**config.mk**
```make
export PLATFORM = sky130hd
export DESIGN_NAME = dozc_ctrl
export DESIGN_NICKNAME = d
export VERILOG_FILES = /design/src/dozc_pkg.sv /design/src/dozc_ctrl.sv
export VERILOG_INCLUDE_DIRS = /design/src
export SDC_FILE = /design/constraint.sdc
export NUM_CORES = 2
export LEC_CHECK = 0
export ABC_CLOCK_PERIOD_IN_PS = 40100
export BUFFER_PORTS_ARGS = -buffer_cell sky130_fd_sc_hd__buf_2
export CORE_UTILIZATION = 38
export CTS_BUF_LIST = sky130_fd_sc_hd__clkbuf_4
export DETAILED_ROUTE_END_ITERATION = 6
export GPL_TIMING_DRIVEN = 0
export PLACE_DENSITY = 0.58
export SETUP_SLACK_MARGIN = 0.4
export SLEW_MARGIN = 10
export SYNTH_ARGS = -nofsm -noshare
export SYNTH_HDL_FRONTEND = slang
export SYNTH_SLANG_ARGS = --single-unit
export TNS_END_PERCENT = 50
```
**constraint.sdc**
```tcl
create_clock -name clk -period 40.1 [get_ports clk]
set_clock_uncertainty 0.2 [all_clocks]
set_input_delay 2.005 -clock clk [delete_from_list [all_inputs] [get_ports clk]]
set_output_delay 2.005 -clock clk [all_outputs]
set_load 0.1 [all_outputs]
```
**src/dozc_cfg.svh**
```systemverilog
// Constants for the displacement output and zeroing controller.
`ifndef DOZC_CFG_SVH
`define DOZC_CFG_SVH
`define DOZC_CLK_HZ 100000000
`define DOZC_MEAS_HZ 1000
`define DOZC_INIT_MS 10000
`define DOZC_LOCK_MS 300000
`define DOZC_REJECT_MS 2000
`define DOZC_FLASH_HZ 8
`define DOZC_LASER_MS 1
`define DOZC_DEBOUNCE_MS 2
`define DOZC_BAUD 230400
`define DOZC_AVG_LEN 64
`define DOZC_AVG_SHIFT 6
`define DOZC_MED_LEN 9
`define DOZC_PIPE_DEPTH 3
`define DOZC_CHAR_DASH 8'h2d
`define DOZC_CHAR_GT 8'h3e
`define DOZC_ADDR_CTRL 12'h000
`define DOZC_ADDR_CMD 12'h004
`define DOZC_ADDR_STATUS 12'h008
`define DOZC_ADDR_MEAS 12'h00c
`define DOZC_ADDR_ZERO 12'h010
`define DOZC_ADDR_SAVED 12'h014
`define DOZC_CTRL_RESET 8'h48
`define DOZC_CMD_SAVE 0
`define DOZC_CMD_UNLOCK 1
`define DOZC_CMD_ZERO_CLR 2
`define DOZC_MID_SCALE 16'h8000
`endif

```
**src/dozc_pkg.sv**
```systemverilog
// Types shared by the displacement output and zeroing controller.
package dozc_pkg;
    typedef enum logic [1:0] {
        QUAL_BALANCED = 2'b00,
        QUAL_DYNAMIC = 2'b01,
        QUAL_NONE = 2'b10,
        QUAL_SPARE = 2'b11
    } dozc_quality_type;

    typedef enum logic [1:0] {
        MF_INACTIVE = 2'b00,
        MF_ZERO = 2'b01,
        MF_TRIGGER = 2'b10,
        MF_TEACH = 2'b11
    } dozc_mf_type;

    typedef struct packed {
        logic keyEnable;
        logic mfActiveHigh;
        logic [1:0] spare;
        dozc_mf_type mfFunc;
        dozc_quality_type quality;
    } dozc_ctrl_type;

    typedef struct packed {
        logic redOn;
        logic greenOn;
        logic outOn;
    } dozc_led_type;

    typedef enum logic [1:0] {
        PH_INIT = 2'b00,
        PH_PROMPT = 2'b01,
        PH_RUN = 2'b10
    } dozc_phase_type;
endpackage : dozc_pkg

```
**src/dozc_ctrl.sv**
```systemverilog
// Measurement pipeline, filtering, zeroing and key handling of the sensor.
//
// Behaviour
// - Light all LEDs during power-up initialization.
// - Send "->" on serial after initialization.
// - Initialization ends within ten seconds.
// - During initialization only key reset/bootloader.
// - Laser on only while enable grounded.
// - Value output three cycles after acquisition.
// - Next value follows one cycle later.
// - Quality picks mean64, median9 or none.
// - Settings volatile unless explicitly saved.
// - Multifunction input function and active level.
// - Key function inactive locks the key.
// - Zeroing maps current value to mid-scale.
// - Later readings are offsets from zero.
// - Zeroing only with target in range.
// - Offset applies to analog and digital.
// - Key auto-locks after five minutes.
// - Locked key press does nothing.
// - Rejection flashes red 8 Hz two seconds.
// - Key and input both may zero.
// - Open multifunction input reads high.
// - Valid data one millisecond after laser on.
`timescale 1ns/1ps
`include "dozc_cfg.svh"

module dozc_ctrl #(
    parameter int DATA_W = 16,
    parameter int TICK_CYCLES = `DOZC_CLK_HZ / `DOZC_MEAS_HZ,
    parameter int INIT_TICKS = `DOZC_INIT_MS,
    parameter int LOCK_TICKS = `DOZC_LOCK_MS,
    parameter int FLASH_CYCLES = `DOZC_CLK_HZ / (2 * `DOZC_FLASH_HZ),
    parameter int BAUD_CYCLES = `DOZC_CLK_HZ / `DOZC_BAUD
) (
    input wire logic clk,
    input wire logic reset,
    input wire logic nvReset,
    input wire logic psel,
    input wire logic penable,
    input wire logic pwrite,
    input wire logic [11:0] paddr,
    input wire logic [31:0] pwdata,
    output logic [31:0] prdata,
    output logic pready,
    output logic pslverr,
    input wire logic laserEnN,
    input wire logic mfIn,
    input wire logic keyN,
    input wire logic [DATA_W-1:0] sampleIn,
    input wire logic targetValid,
    output logic laserOn,
    output logic [DATA_W-1:0] measOut,
    output logic measValid,
    output logic [DATA_W-1:0] analogCode,
    output logic serialTx,
    output dozc_pkg::dozc_led_type leds,
    output logic bootReq
);
    import dozc_pkg::*;

    localparam int TW = $clog2(TICK_CYCLES + 1);
    localparam int REJECT_TICKS = `DOZC_REJECT_MS;

    function automatic logic [DATA_W-1:0] median9(
        input logic [`DOZC_MED_LEN*DATA_W-1:0] win
    );
        logic [DATA_W-1:0] res;
        logic [DATA_W-1:0] a;
        logic [DATA_W-1:0] b;
        int lo;
        int eq;
        res = '0;
        for (int i = 0; i < `DOZC_MED_LEN; i++) begin
            lo = 0;
            eq = 0;
            a = win[i*DATA_W +: DATA_W];
            for (int j = 0; j < `DOZC_MED_LEN; j++) begin
                b = win[j*DATA_W +: DATA_W];
                if (b < a) begin
                    lo++;
                end else if (b == a) begin
                    eq++;
                end
            end
            if (lo <= `DOZC_MED_LEN / 2 && lo + eq > `DOZC_MED_LEN / 2) begin
                res = a;
            end
        end
        return res;
    endfunction : median9

    // Measuring-cycle tick: every slower rate except the red flash, which counts clocks, hangs off this enable.
    logic [TW-1:0] tickCnt_reg;
    logic tick;
    always_ff @(posedge clk or posedge reset) begin
        if (reset) begin
            tickCnt_reg <= '0;
        end else if (tickCnt_reg == TW'(TICK_CYCLES - 1)) begin
            tickCnt_reg <= '0;
        end else begin
            tickCnt_reg <= tickCnt_reg + 1'b1;
        end
    end
    assign tick = (tickCnt_reg == TW'(TICK_CYCLES - 1));

    // Pin synchronizers; the first stage feeds only the second.
    logic [2:0] syncA_reg;
    logic [2:0] syncB_reg;
    always_ff @(posedge clk or posedge reset) begin
        if (reset) begin
            syncA_reg <= 3'h7;
            syncB_reg <= 3'h7;
        end else begin
            syncA_reg <= {laserEnN, mfIn, keyN};
            syncB_reg <= syncA_reg;
        end
    end

    // Debounce: a level is accepted once stable for a few ticks.
    // An open input idles high, so the filtered level resets high.
    logic [1:0] debDone_reg;
    logic [1:0] debCnt_reg [2];
    logic mfPrev_reg;
    logic keyPrev_reg;
    always_ff @(posedge clk or posedge reset) begin
        if (reset) begin
            debDone_reg <= 2'h3;
            debCnt_reg[0] <= '0;
            debCnt_reg[1] <= '0;
        end else begin
            for (int k = 0; k < 2; k++) begin
                if (syncB_reg[k] == debDone_reg[k]) begin
                    debCnt_reg[k] <= '0;
                end else if (tick) begin
                    if (debCnt_reg[k] == 2'(`DOZC_DEBOUNCE_MS)) begin
                        debDone_reg[k] <= syncB_reg[k];
                        debCnt_reg[k] <= '0;
                    end else begin
                        debCnt_reg[k] <= debCnt_reg[k] + 1'b1;
                    end
                end
            end
        end
    end
    always_ff @(posedge clk or posedge reset) begin
        if (reset) begin
            mfPrev_reg <= 1'b1;
            keyPrev_reg <= 1'b1;
        end else begin
            mfPrev_reg <= debDone_reg[1];
            keyPrev_reg <= debDone_reg[0];
        end
    end

    // Initialization phase counter and prompt.
    dozc_phase_type phase_reg;
    logic [$clog2(INIT_TICKS + 1)-1:0] initCnt_reg;
    logic promptDone;
    always_ff @(posedge clk or posedge reset) begin
        if (reset) begin
            phase_reg <= PH_INIT;
            initCnt_reg <= '0;
        end else begin
            unique case (phase_reg)
                PH_INIT: begin
                    if (tick) begin
                        if (initCnt_reg == ($bits(initCnt_reg))'(INIT_TICKS - 1)) begin
                            phase_reg <= PH_PROMPT;
                        end else begin
                            initCnt_reg <= initCnt_reg + 1'b1;
                        end
                    end
                end
                PH_PROMPT: begin
                    if (promptDone) begin
                        phase_reg <= PH_RUN;
                    end
                end
                PH_RUN: begin
                    phase_reg <= PH_RUN;
                end
                default: begin
                    phase_reg <= PH_INIT;
                end
            endcase
        end
    end
    logic running;
    assign running = (phase_reg == PH_RUN);

    // Prompt transmitter: two 8N1 characters, sent once.
    logic [19:0] txShift_reg;
    logic [4:0] txBits_reg;
    logic [$clog2(BAUD_CYCLES + 1)-1:0] baudCnt_reg;
    logic txLoaded_reg;
    always_ff @(posedge clk or posedge reset) begin
        if (reset) begin
            txShift_reg <= '1;
            txBits_reg <= '0;
            baudCnt_reg <= '0;
            txLoaded_reg <= 1'b0;
            serialTx <= 1'b1;
        end else if (phase_reg == PH_PROMPT && !txLoaded_reg) begin
            txShift_reg <= {1'b1, `DOZC_CHAR_GT, 1'b0, 1'b1, `DOZC_CHAR_DASH, 1'b0};
            txBits_reg <= 5'd20;
            txLoaded_reg <= 1'b1;
            baudCnt_reg <= '0;
        end else if (txBits_reg != 5'd0) begin
            if (baudCnt_reg == ($bits(baudCnt_reg))'(BAUD_CYCLES - 1)) begin
                baudCnt_reg <= '0;
                serialTx <= txShift_reg[0];
                txShift_reg <= {1'b1, txShift_reg[19:1]};
                txBits_reg <= txBits_reg - 1'b1;
            end else begin
                baudCnt_reg <= baudCnt_reg + 1'b1;
            end
        end
    end
    assign promptDone = txLoaded_reg && txBits_reg == 5'd0;

    // Key presses during initialization only reach the boot path.
    logic keyFall;
    logic mfEdge;
    assign keyFall = keyPrev_reg && !debDone_reg[0];
    always_ff @(posedge clk or posedge reset) begin
        if (reset) begin
            bootReq <= 1'b0;
        end else begin
            bootReq <= (phase_reg == PH_INIT) && keyFall;
        end
    end

    // Working and saved settings.  The saved copy survives a
    // supply reset and only clears with its own reset.
    dozc_ctrl_type ctrl_reg;
    dozc_ctrl_type saved_reg;
    logic savedValid_reg;
    logic loadPending_reg;
    logic apbWrite;
    logic apbSetup;
    assign apbSetup = psel && !penable;
    assign apbWrite = psel && penable && pwrite && pready && running;
    always_ff @(posedge clk or posedge nvReset) begin
        if (nvReset) begin
            saved_reg <= dozc_ctrl_type'(`DOZC_CTRL_RESET);
            savedValid_reg <= 1'b0;
        end else if (apbWrite && paddr == `DOZC_ADDR_CMD && pwdata[`DOZC_CMD_SAVE]) begin
            saved_reg <= ctrl_reg;
            savedValid_reg <= 1'b1;
        end
    end
    always_ff @(posedge clk or posedge reset) begin
        if (reset) begin
            ctrl_reg <= dozc_ctrl_type'(`DOZC_CTRL_RESET);
            loadPending_reg <= 1'b1;
        end else if (loadPending_reg) begin
            if (savedValid_reg) begin
                ctrl_reg <= saved_reg;
            end
            loadPending_reg <= 1'b0;
        end else if (apbWrite && paddr == `DOZC_ADDR_CTRL) begin
            ctrl_reg <= dozc_ctrl_type'(pwdata[7:0]);
        end
    end

    // Multifunction input edge of the chosen active level.
    assign mfEdge = ctrl_reg.mfActiveHigh ? (!mfPrev_reg && debDone_reg[1])
                                          : (mfPrev_reg && !debDone_reg[1]);

    // Automatic key lock after the lock time; software unlocks.
    logic keyLocked_reg;
    logic [$clog2(LOCK_TICKS + 1)-1:0] lockCnt_reg;
    always_ff @(posedge clk or posedge reset) begin
        if (reset) begin
            keyLocked_reg <= 1'b0;
            lockCnt_reg <= '0;
        end else if (tick && running && !keyLocked_reg &&
                     lockCnt_reg == ($bits(lockCnt_reg))'(LOCK_TICKS - 1)) begin
            keyLocked_reg <= 1'b1;
        end else if (apbWrite && paddr == `DOZC_ADDR_CMD && pwdata[`DOZC_CMD_UNLOCK]) begin
            keyLocked_reg <= 1'b0;
            lockCnt_reg <= '0;
        end else if (tick && running && !keyLocked_reg) begin
            lockCnt_reg <= lockCnt_reg + 1'b1;
        end
    end

    // Zeroing requests from either source; spacing is the caller's duty.
    logic keyZero;
    logic mfZero;
    logic zeroReq;
    assign keyZero = keyFall && ctrl_reg.keyEnable && !keyLocked_reg;
    assign mfZero = mfEdge && ctrl_reg.mfFunc == MF_ZERO;
    assign zeroReq = running && (keyZero || mfZero);

    // Laser enable and settle time before data counts as correct.
    logic laserSettle_reg;
    always_ff @(posedge clk or posedge reset) begin
        if (reset) begin
            laserOn <= 1'b0;
            laserSettle_reg <= 1'b0;
        end else begin
            laserOn <= !syncB_reg[2];
            if (syncB_reg[2]) begin
                laserSettle_reg <= 1'b0;
            end else if (tick && laserOn) begin
                laserSettle_reg <= 1'b1;
            end
        end
    end

    // Three-stage pipeline: acquire, filter, output.
    logic [DATA_W-1:0] acq_reg;
    logic [DATA_W-1:0] filt_reg;
    logic [`DOZC_PIPE_DEPTH-1:0] stageValid_reg;
    logic [`DOZC_AVG_LEN*DATA_W-1:0] hist_reg;
    logic [DATA_W+`DOZC_AVG_SHIFT-1:0] sum_reg;
    logic [DATA_W-1:0] filtNext;
    always_comb begin
        unique case (ctrl_reg.quality)
            QUAL_BALANCED: filtNext = DATA_W'(sum_reg >> `DOZC_AVG_SHIFT);
            QUAL_DYNAMIC: filtNext = median9(hist_reg[`DOZC_MED_LEN*DATA_W-1:0]);
            default: filtNext = acq_reg;
        endcase
    end
    always_ff @(posedge clk or posedge reset) begin
        if (reset) begin
            acq_reg <= '0;
            filt_reg <= '0;
            hist_reg <= '0;
            sum_reg <= '0;
            stageValid_reg <= '0;
        end else if (tick) begin
            acq_reg <= sampleIn;
            hist_reg <= {hist_reg[(`DOZC_AVG_LEN-1)*DATA_W-1:0], sampleIn};
            sum_reg <= sum_reg + {{`DOZC_AVG_SHIFT{1'b0}}, sampleIn} -
                       {{`DOZC_AVG_SHIFT{1'b0}},
                        hist_reg[`DOZC_AVG_LEN*DATA_W-1 -: DATA_W]};
            filt_reg <= filtNext;
            stageValid_reg <= {stageValid_reg[`DOZC_PIPE_DEPTH-2:0],
                               running && laserSettle_reg};
        end
    end

    // Zero offset and rejection flash.
    logic [DATA_W-1:0] zeroOff_reg;
    logic zeroActive_reg;
    logic [$clog2(REJECT_TICKS + 1)-1:0] rejCnt_reg;
    logic [$clog2(FLASH_CYCLES + 1)-1:0] flashCnt_reg;
    logic flash_reg;
    always_ff @(posedge clk or posedge reset) begin
        if (reset) begin
            zeroOff_reg <= '0;
            zeroActive_reg <= 1'b0;
        end else if (zeroReq && targetValid) begin
            zeroOff_reg <= filt_reg;
            zeroActive_reg <= 1'b1;
        end else if (apbWrite && paddr == `DOZC_ADDR_CMD && pwdata[`DOZC_CMD_ZERO_CLR]) begin
            zeroOff_reg <= '0;
            zeroActive_reg <= 1'b0;
        end
    end
    always_ff @(posedge clk or posedge reset) begin
        if (reset) begin
            rejCnt_reg <= '0;
        end else if (zeroReq && !targetValid) begin
            rejCnt_reg <= ($bits(rejCnt_reg))'(REJECT_TICKS);
        end else if (tick && rejCnt_reg != '0) begin
            rejCnt_reg <= rejCnt_reg - 1'b1;
        end
    end
    always_ff @(posedge clk or posedge reset) begin
        if (reset) begin
            flashCnt_reg <= '0;
            flash_reg <= 1'b0;
        end else if (rejCnt_reg == '0) begin
            flashCnt_reg <= '0;
            flash_reg <= 1'b1;
        end else if (flashCnt_reg == ($bits(flashCnt_reg))'(FLASH_CYCLES - 1)) begin
            flashCnt_reg <= '0;
            flash_reg <= !flash_reg;
        end else begin
            flashCnt_reg <= flashCnt_reg + 1'b1;
        end
    end

    // Outputs: the same offset drives digital and analog paths.
    logic [DATA_W-1:0] relVal;
    assign relVal = filt_reg - zeroOff_reg;
    always_ff @(posedge clk or posedge reset) begin
        if (reset) begin
            measOut <= '0;
            analogCode <= '0;
            measValid <= 1'b0;
        end else begin
            measValid <= tick && stageValid_reg[`DOZC_PIPE_DEPTH-1];
            if (tick && stageValid_reg[`DOZC_PIPE_DEPTH-1]) begin
                measOut <= relVal;
                analogCode <= zeroActive_reg ? relVal + DATA_W'(`DOZC_MID_SCALE)
                                             : filt_reg;
            end
        end
    end

    always_ff @(posedge clk or posedge reset) begin
        if (reset) begin
            leds <= '1;
        end else if (phase_reg == PH_INIT) begin
            leds <= '1;
        end else if (rejCnt_reg != '0) begin
            leds <= {flash_reg, 1'b0, laserOn};
        end else begin
            leds <= {!targetValid, targetValid && laserOn, laserOn};
        end
    end

    // APB slave: one access cycle, data registered in setup.
    always_ff @(posedge clk or posedge reset) begin
        if (reset) begin
            pready <= 1'b0;
            pslverr <= 1'b0;
            prdata <= '0;
        end else begin
            pready <= apbSetup;
            pslverr <= 1'b0;
            prdata <= '0;
            if (apbSetup) begin
                unique case (paddr)
                    `DOZC_ADDR_CTRL: prdata <= {24'h0, ctrl_reg};
                    `DOZC_ADDR_CMD: prdata <= '0;
                    `DOZC_ADDR_STATUS: prdata <= {25'h0, savedValid_reg,
                        rejCnt_reg != '0, zeroActive_reg, keyLocked_reg,
                        targetValid, laserOn, running};
                    `DOZC_ADDR_MEAS: prdata <= 32'(measOut);
                    `DOZC_ADDR_ZERO: prdata <= 32'(zeroOff_reg);
                    `DOZC_ADDR_SAVED: prdata <= {24'h0, saved_reg};
                    default: pslverr <= 1'b1;
                endcase
                if (pwrite && !running) begin
                    pslverr <= 1'b1;
                end
            end
        end
    end
endmodule : dozc_ctrl

```
==> impl_metrics.json <==
{
  "dp.cells": 12100,
  "n_fill_cell": 20400,
  "p_comb_share_pct": 2.4,
  "cts_buffers": 342,
  "syn_area_per_cell_sq_um": 8.57,
  "hold_viol_final": 0,
  "antenna_found_initial": 6,
  "slowest_stage": "a311oi_1",
  "clock_latency_ns": 1.27,
  "synth_area_sq_mm": 0.0789,
  "intPower_uw": 1900,
  "setup_viol": 0,
  "rsz0062_at_grt": "false",
  "drtIter0Drc": 5657,
  "route.detailed.wl_per_inst_um": 19.5,
  "hp-class": "flip-flop to flip-flop",
  "htreeDepth": 5,
  "synth_top_cell_area_share_pct": 39.8,
  "grt_pass1_vias": 67300,
  "num_vias": 68000,
  "postCtsHoldBufs": 0,
  "final.period_utilization_pct": 29.1,
  "cts_resized": 0,
  "finalSetupTns_ns": 0,
  "path_max_fanout": 10,
  "synth.distinct_cells": 115,
  "seqPwrFrac_pct": 52.6,
  "finalNonFillerCells": 12600,
  "hold-worst-slack_ns": 0.165,
  "syn_inst": 9211,
  "rr_startpoint": "hist_reg[43]",
  "nNetsFinal": 10700,
  "drv_slew": 0,
  "cp.required_ns": 40.92,
  "yosys_register_bits": 1294,
  "clk_pin_slew_ns": 0.06,
  "drv_cap": 0,
  "min_to": "syncB_reg[2]",
  "critPathMaxStageDelay_ns": 0.96,
  "tightest_slew_ns": 1.38,
  "regToRegEndpoint": "filt_reg[6]",
  "finalWirelength_um": 247000,
  "place_congestion": 0.960,
  "fmax_mhz": 85.6,
  "cp.depth": 44,
  "cts_tree": "yes",
  "r2r_slack_ns": 28.41,
  "drc_errors": 0,
  "io_buffers": 101,
  "holdPathStages": 0,
  "r2r_cells": 44,
  "largest_register_ffs": 1009,
  "hpwl_um": 182000,
  "p_per_area_mw_per_mm2": 28.4,
  "synthTopCellsByArea": "dfrtp_1, nand2_1, ha_1",
  "cts_max_path_buffers": 4,
  "num_rows": 166,
  "drive_above_1_share_pct": 8.68,
  "cp_top_family": "compound AO/OA/AOI/OAI gates",
  "cp-end-kind": "flip-flop",
  "crit_top_cell": "ha_1",
  "die_w_um": 458,
  "switching_power_uw": 590,
  "ir_drop_uv": 18.6,
  "grt_usage_pct": 23.3,
  "clockRootBuffer": "clkbuf_4",
  "synth_edf_count": 0,
  "finalCriticalPeriod_ns": 11.69,
  "layout_common_cells": "nand2_1, dfrtp_1, ha_1",
  "first_pass_iters": 6,
  "status": "completed",
  "worst_setup_path_start_kind": "flip-flop",
  "grt_pass1_wl_um": 382000,
  "grt_max_degree": 125,
  "path_buf_inv": 4,
  "coreArea_sq_mm": 0.205,
  "grt_overflow_total": 0,
  "relSlewSlack_pct": 6.92,
  "via_per_inst": 5.38,
  "min-delay-start": "syncA_reg[2]",
  "cts.sinks": 1294,
  "detail-route-antenna-nets": 0,
  "seq_area_frac_synth_pct": 41.1,
  "final_common_cell": "nand2_1",
  "sw_frac_of_total_pct": 23.7,
  "p_clk_share_pct": 45.0,
  "initial_utilization_pct": 38.4,
  "critical_path_class": "flip-flop to flip-flop",
  "critical_path_arrival_ns": 12.50,
  "ys_warn_count": 0,
  "synthArstFlopShare_pct": 100,
  "pin_count": 143,
  "p_leak_uw": 0.0456,
  "fp.dieH_um": 458,
  "die-area_sq_mm": 0.209,
  "postCtsSetupBuffers": 0,
  "synth_ff_type": "dfrtp_1",
  "area_delta_synth_final_pct": 10.9,
  "netlist.top_cell.by_area": "dfrtp_1"
}
## routing by layer
metal  wire [um]  share of wire [%]  track usage (%)
met1      106000                 43             30.2
met2      110000                 45             36.9
met3       18700                7.6             4.82
met4       12300                5.0             11.3
met5          13             0.0053                0
## metrics by stage
step | util (%) | area (sq um) | power, uW | setup WS (ns)
2_1_floorplan | - | 79100 | 1380 | 1.74
4_1_cts | 42.6 | 87500 | 2530 | 28.80
3_3_place_gp | 40.4 | 83000 | 1390 | -11.03
6_report | 42.6 | 87500 | 2490 | 28.41
3_5_place_dp | 40.6 | 83500 | 1390 | 28.89
5_1_grt | 42.6 | 87500 | 2600 | 28.00
## how the worst max path moves through the flow
stage                             from      endpoint  slack (ns)
final                     hist_reg[43]   filt_reg[6]       28.41
after global routing      hist_reg[47]   filt_reg[6]       28.00
after CTS                 hist_reg[41]   filt_reg[6]       28.80
after detailed placement  hist_reg[41]   filt_reg[6]       28.89
after global placement           reset  hist_reg[65]      -11.03
after floorplan                  reset    acq_reg[0]        1.74
## cell families (layout without fill, tap and decap cells)
family | Yosys count | count (layout) | share of synthesized area (%)
buf+inv | 757 | 1436 | 3.73
simple gates | 4491 | 4491 | 24.1
mux | 133 | 133 | 1.81
flops | 1294 | 1294 | 41.1
fa+ha+maj | 864 | 864 | 13.9
other cells | 1 | 68 | 0.00475
xor+xnor | 384 | 384 | 4.74
compound gates | 1287 | 1287 | 10.6
## cell type report
class | instances | area [sq um] | area share [%]
antenna | 8 | 20.0 | 0.0229
buffer | 342 | 1390 | 1.58
clock buffer | 478 | 3590 | 4.10
clock inverter | 81 | 454 | 0.519
inverter | 415 | 1570 | 1.79
multi-input combinational | 7219 | 43800 | 50.1
sequential | 1294 | 32400 | 37.0
tap | 2688 | 3360 | 3.84
timing repair buffer | 120 | 883 | 1.01
## synth_stat cells, types with 16 or more instances
library cell / number
a211o_1: 18
a211oi_1: 56
a21boi_0: 16
a21o_1: 83
a21oi_1: 296
a221oi_1: 17
a22o_1: 27
a31oi_1: 34
and2_1: 55
and3_1: 59
and4_1: 25
buf_4: 17
clkbuf_1: 296
dfrtp_1: 1256
dfstp_2: 38
fa_1: 26
ha_1: 834
inv_1: 411
mux2_2: 77
mux2i_1: 56
nand2_1: 3241
nand2b_1: 45
nand3_1: 174
nand4_1: 174
nor2_1: 363
nor2b_1: 45
nor3_1: 93
nor3b_1: 19
nor4_1: 60
o211ai_1: 22
o21a_1: 52
o21ai_0: 392
o221ai_1: 16
o22ai_1: 23
o311ai_0: 22
o31ai_1: 39
or2_2: 21
or3_1: 29
or4_1: 18
xnor2_1: 211
xnor3_1: 19
xor2_1: 144
## power by group through the flow
stage / Combinational (uW) / Sequential, uW / Clock [uW]
CTS: 61.5 / 1310 / 1160
finish: 59.7 / 1310 / 1120
floorplan: 41.4 / 1340 / 0
global route: 68.6 / 1310 / 1220
detailed placement: 61.3 / 1330 / 0
global placement: 56.2 / 1340 / 0
(Power assumes the default switching activity.)
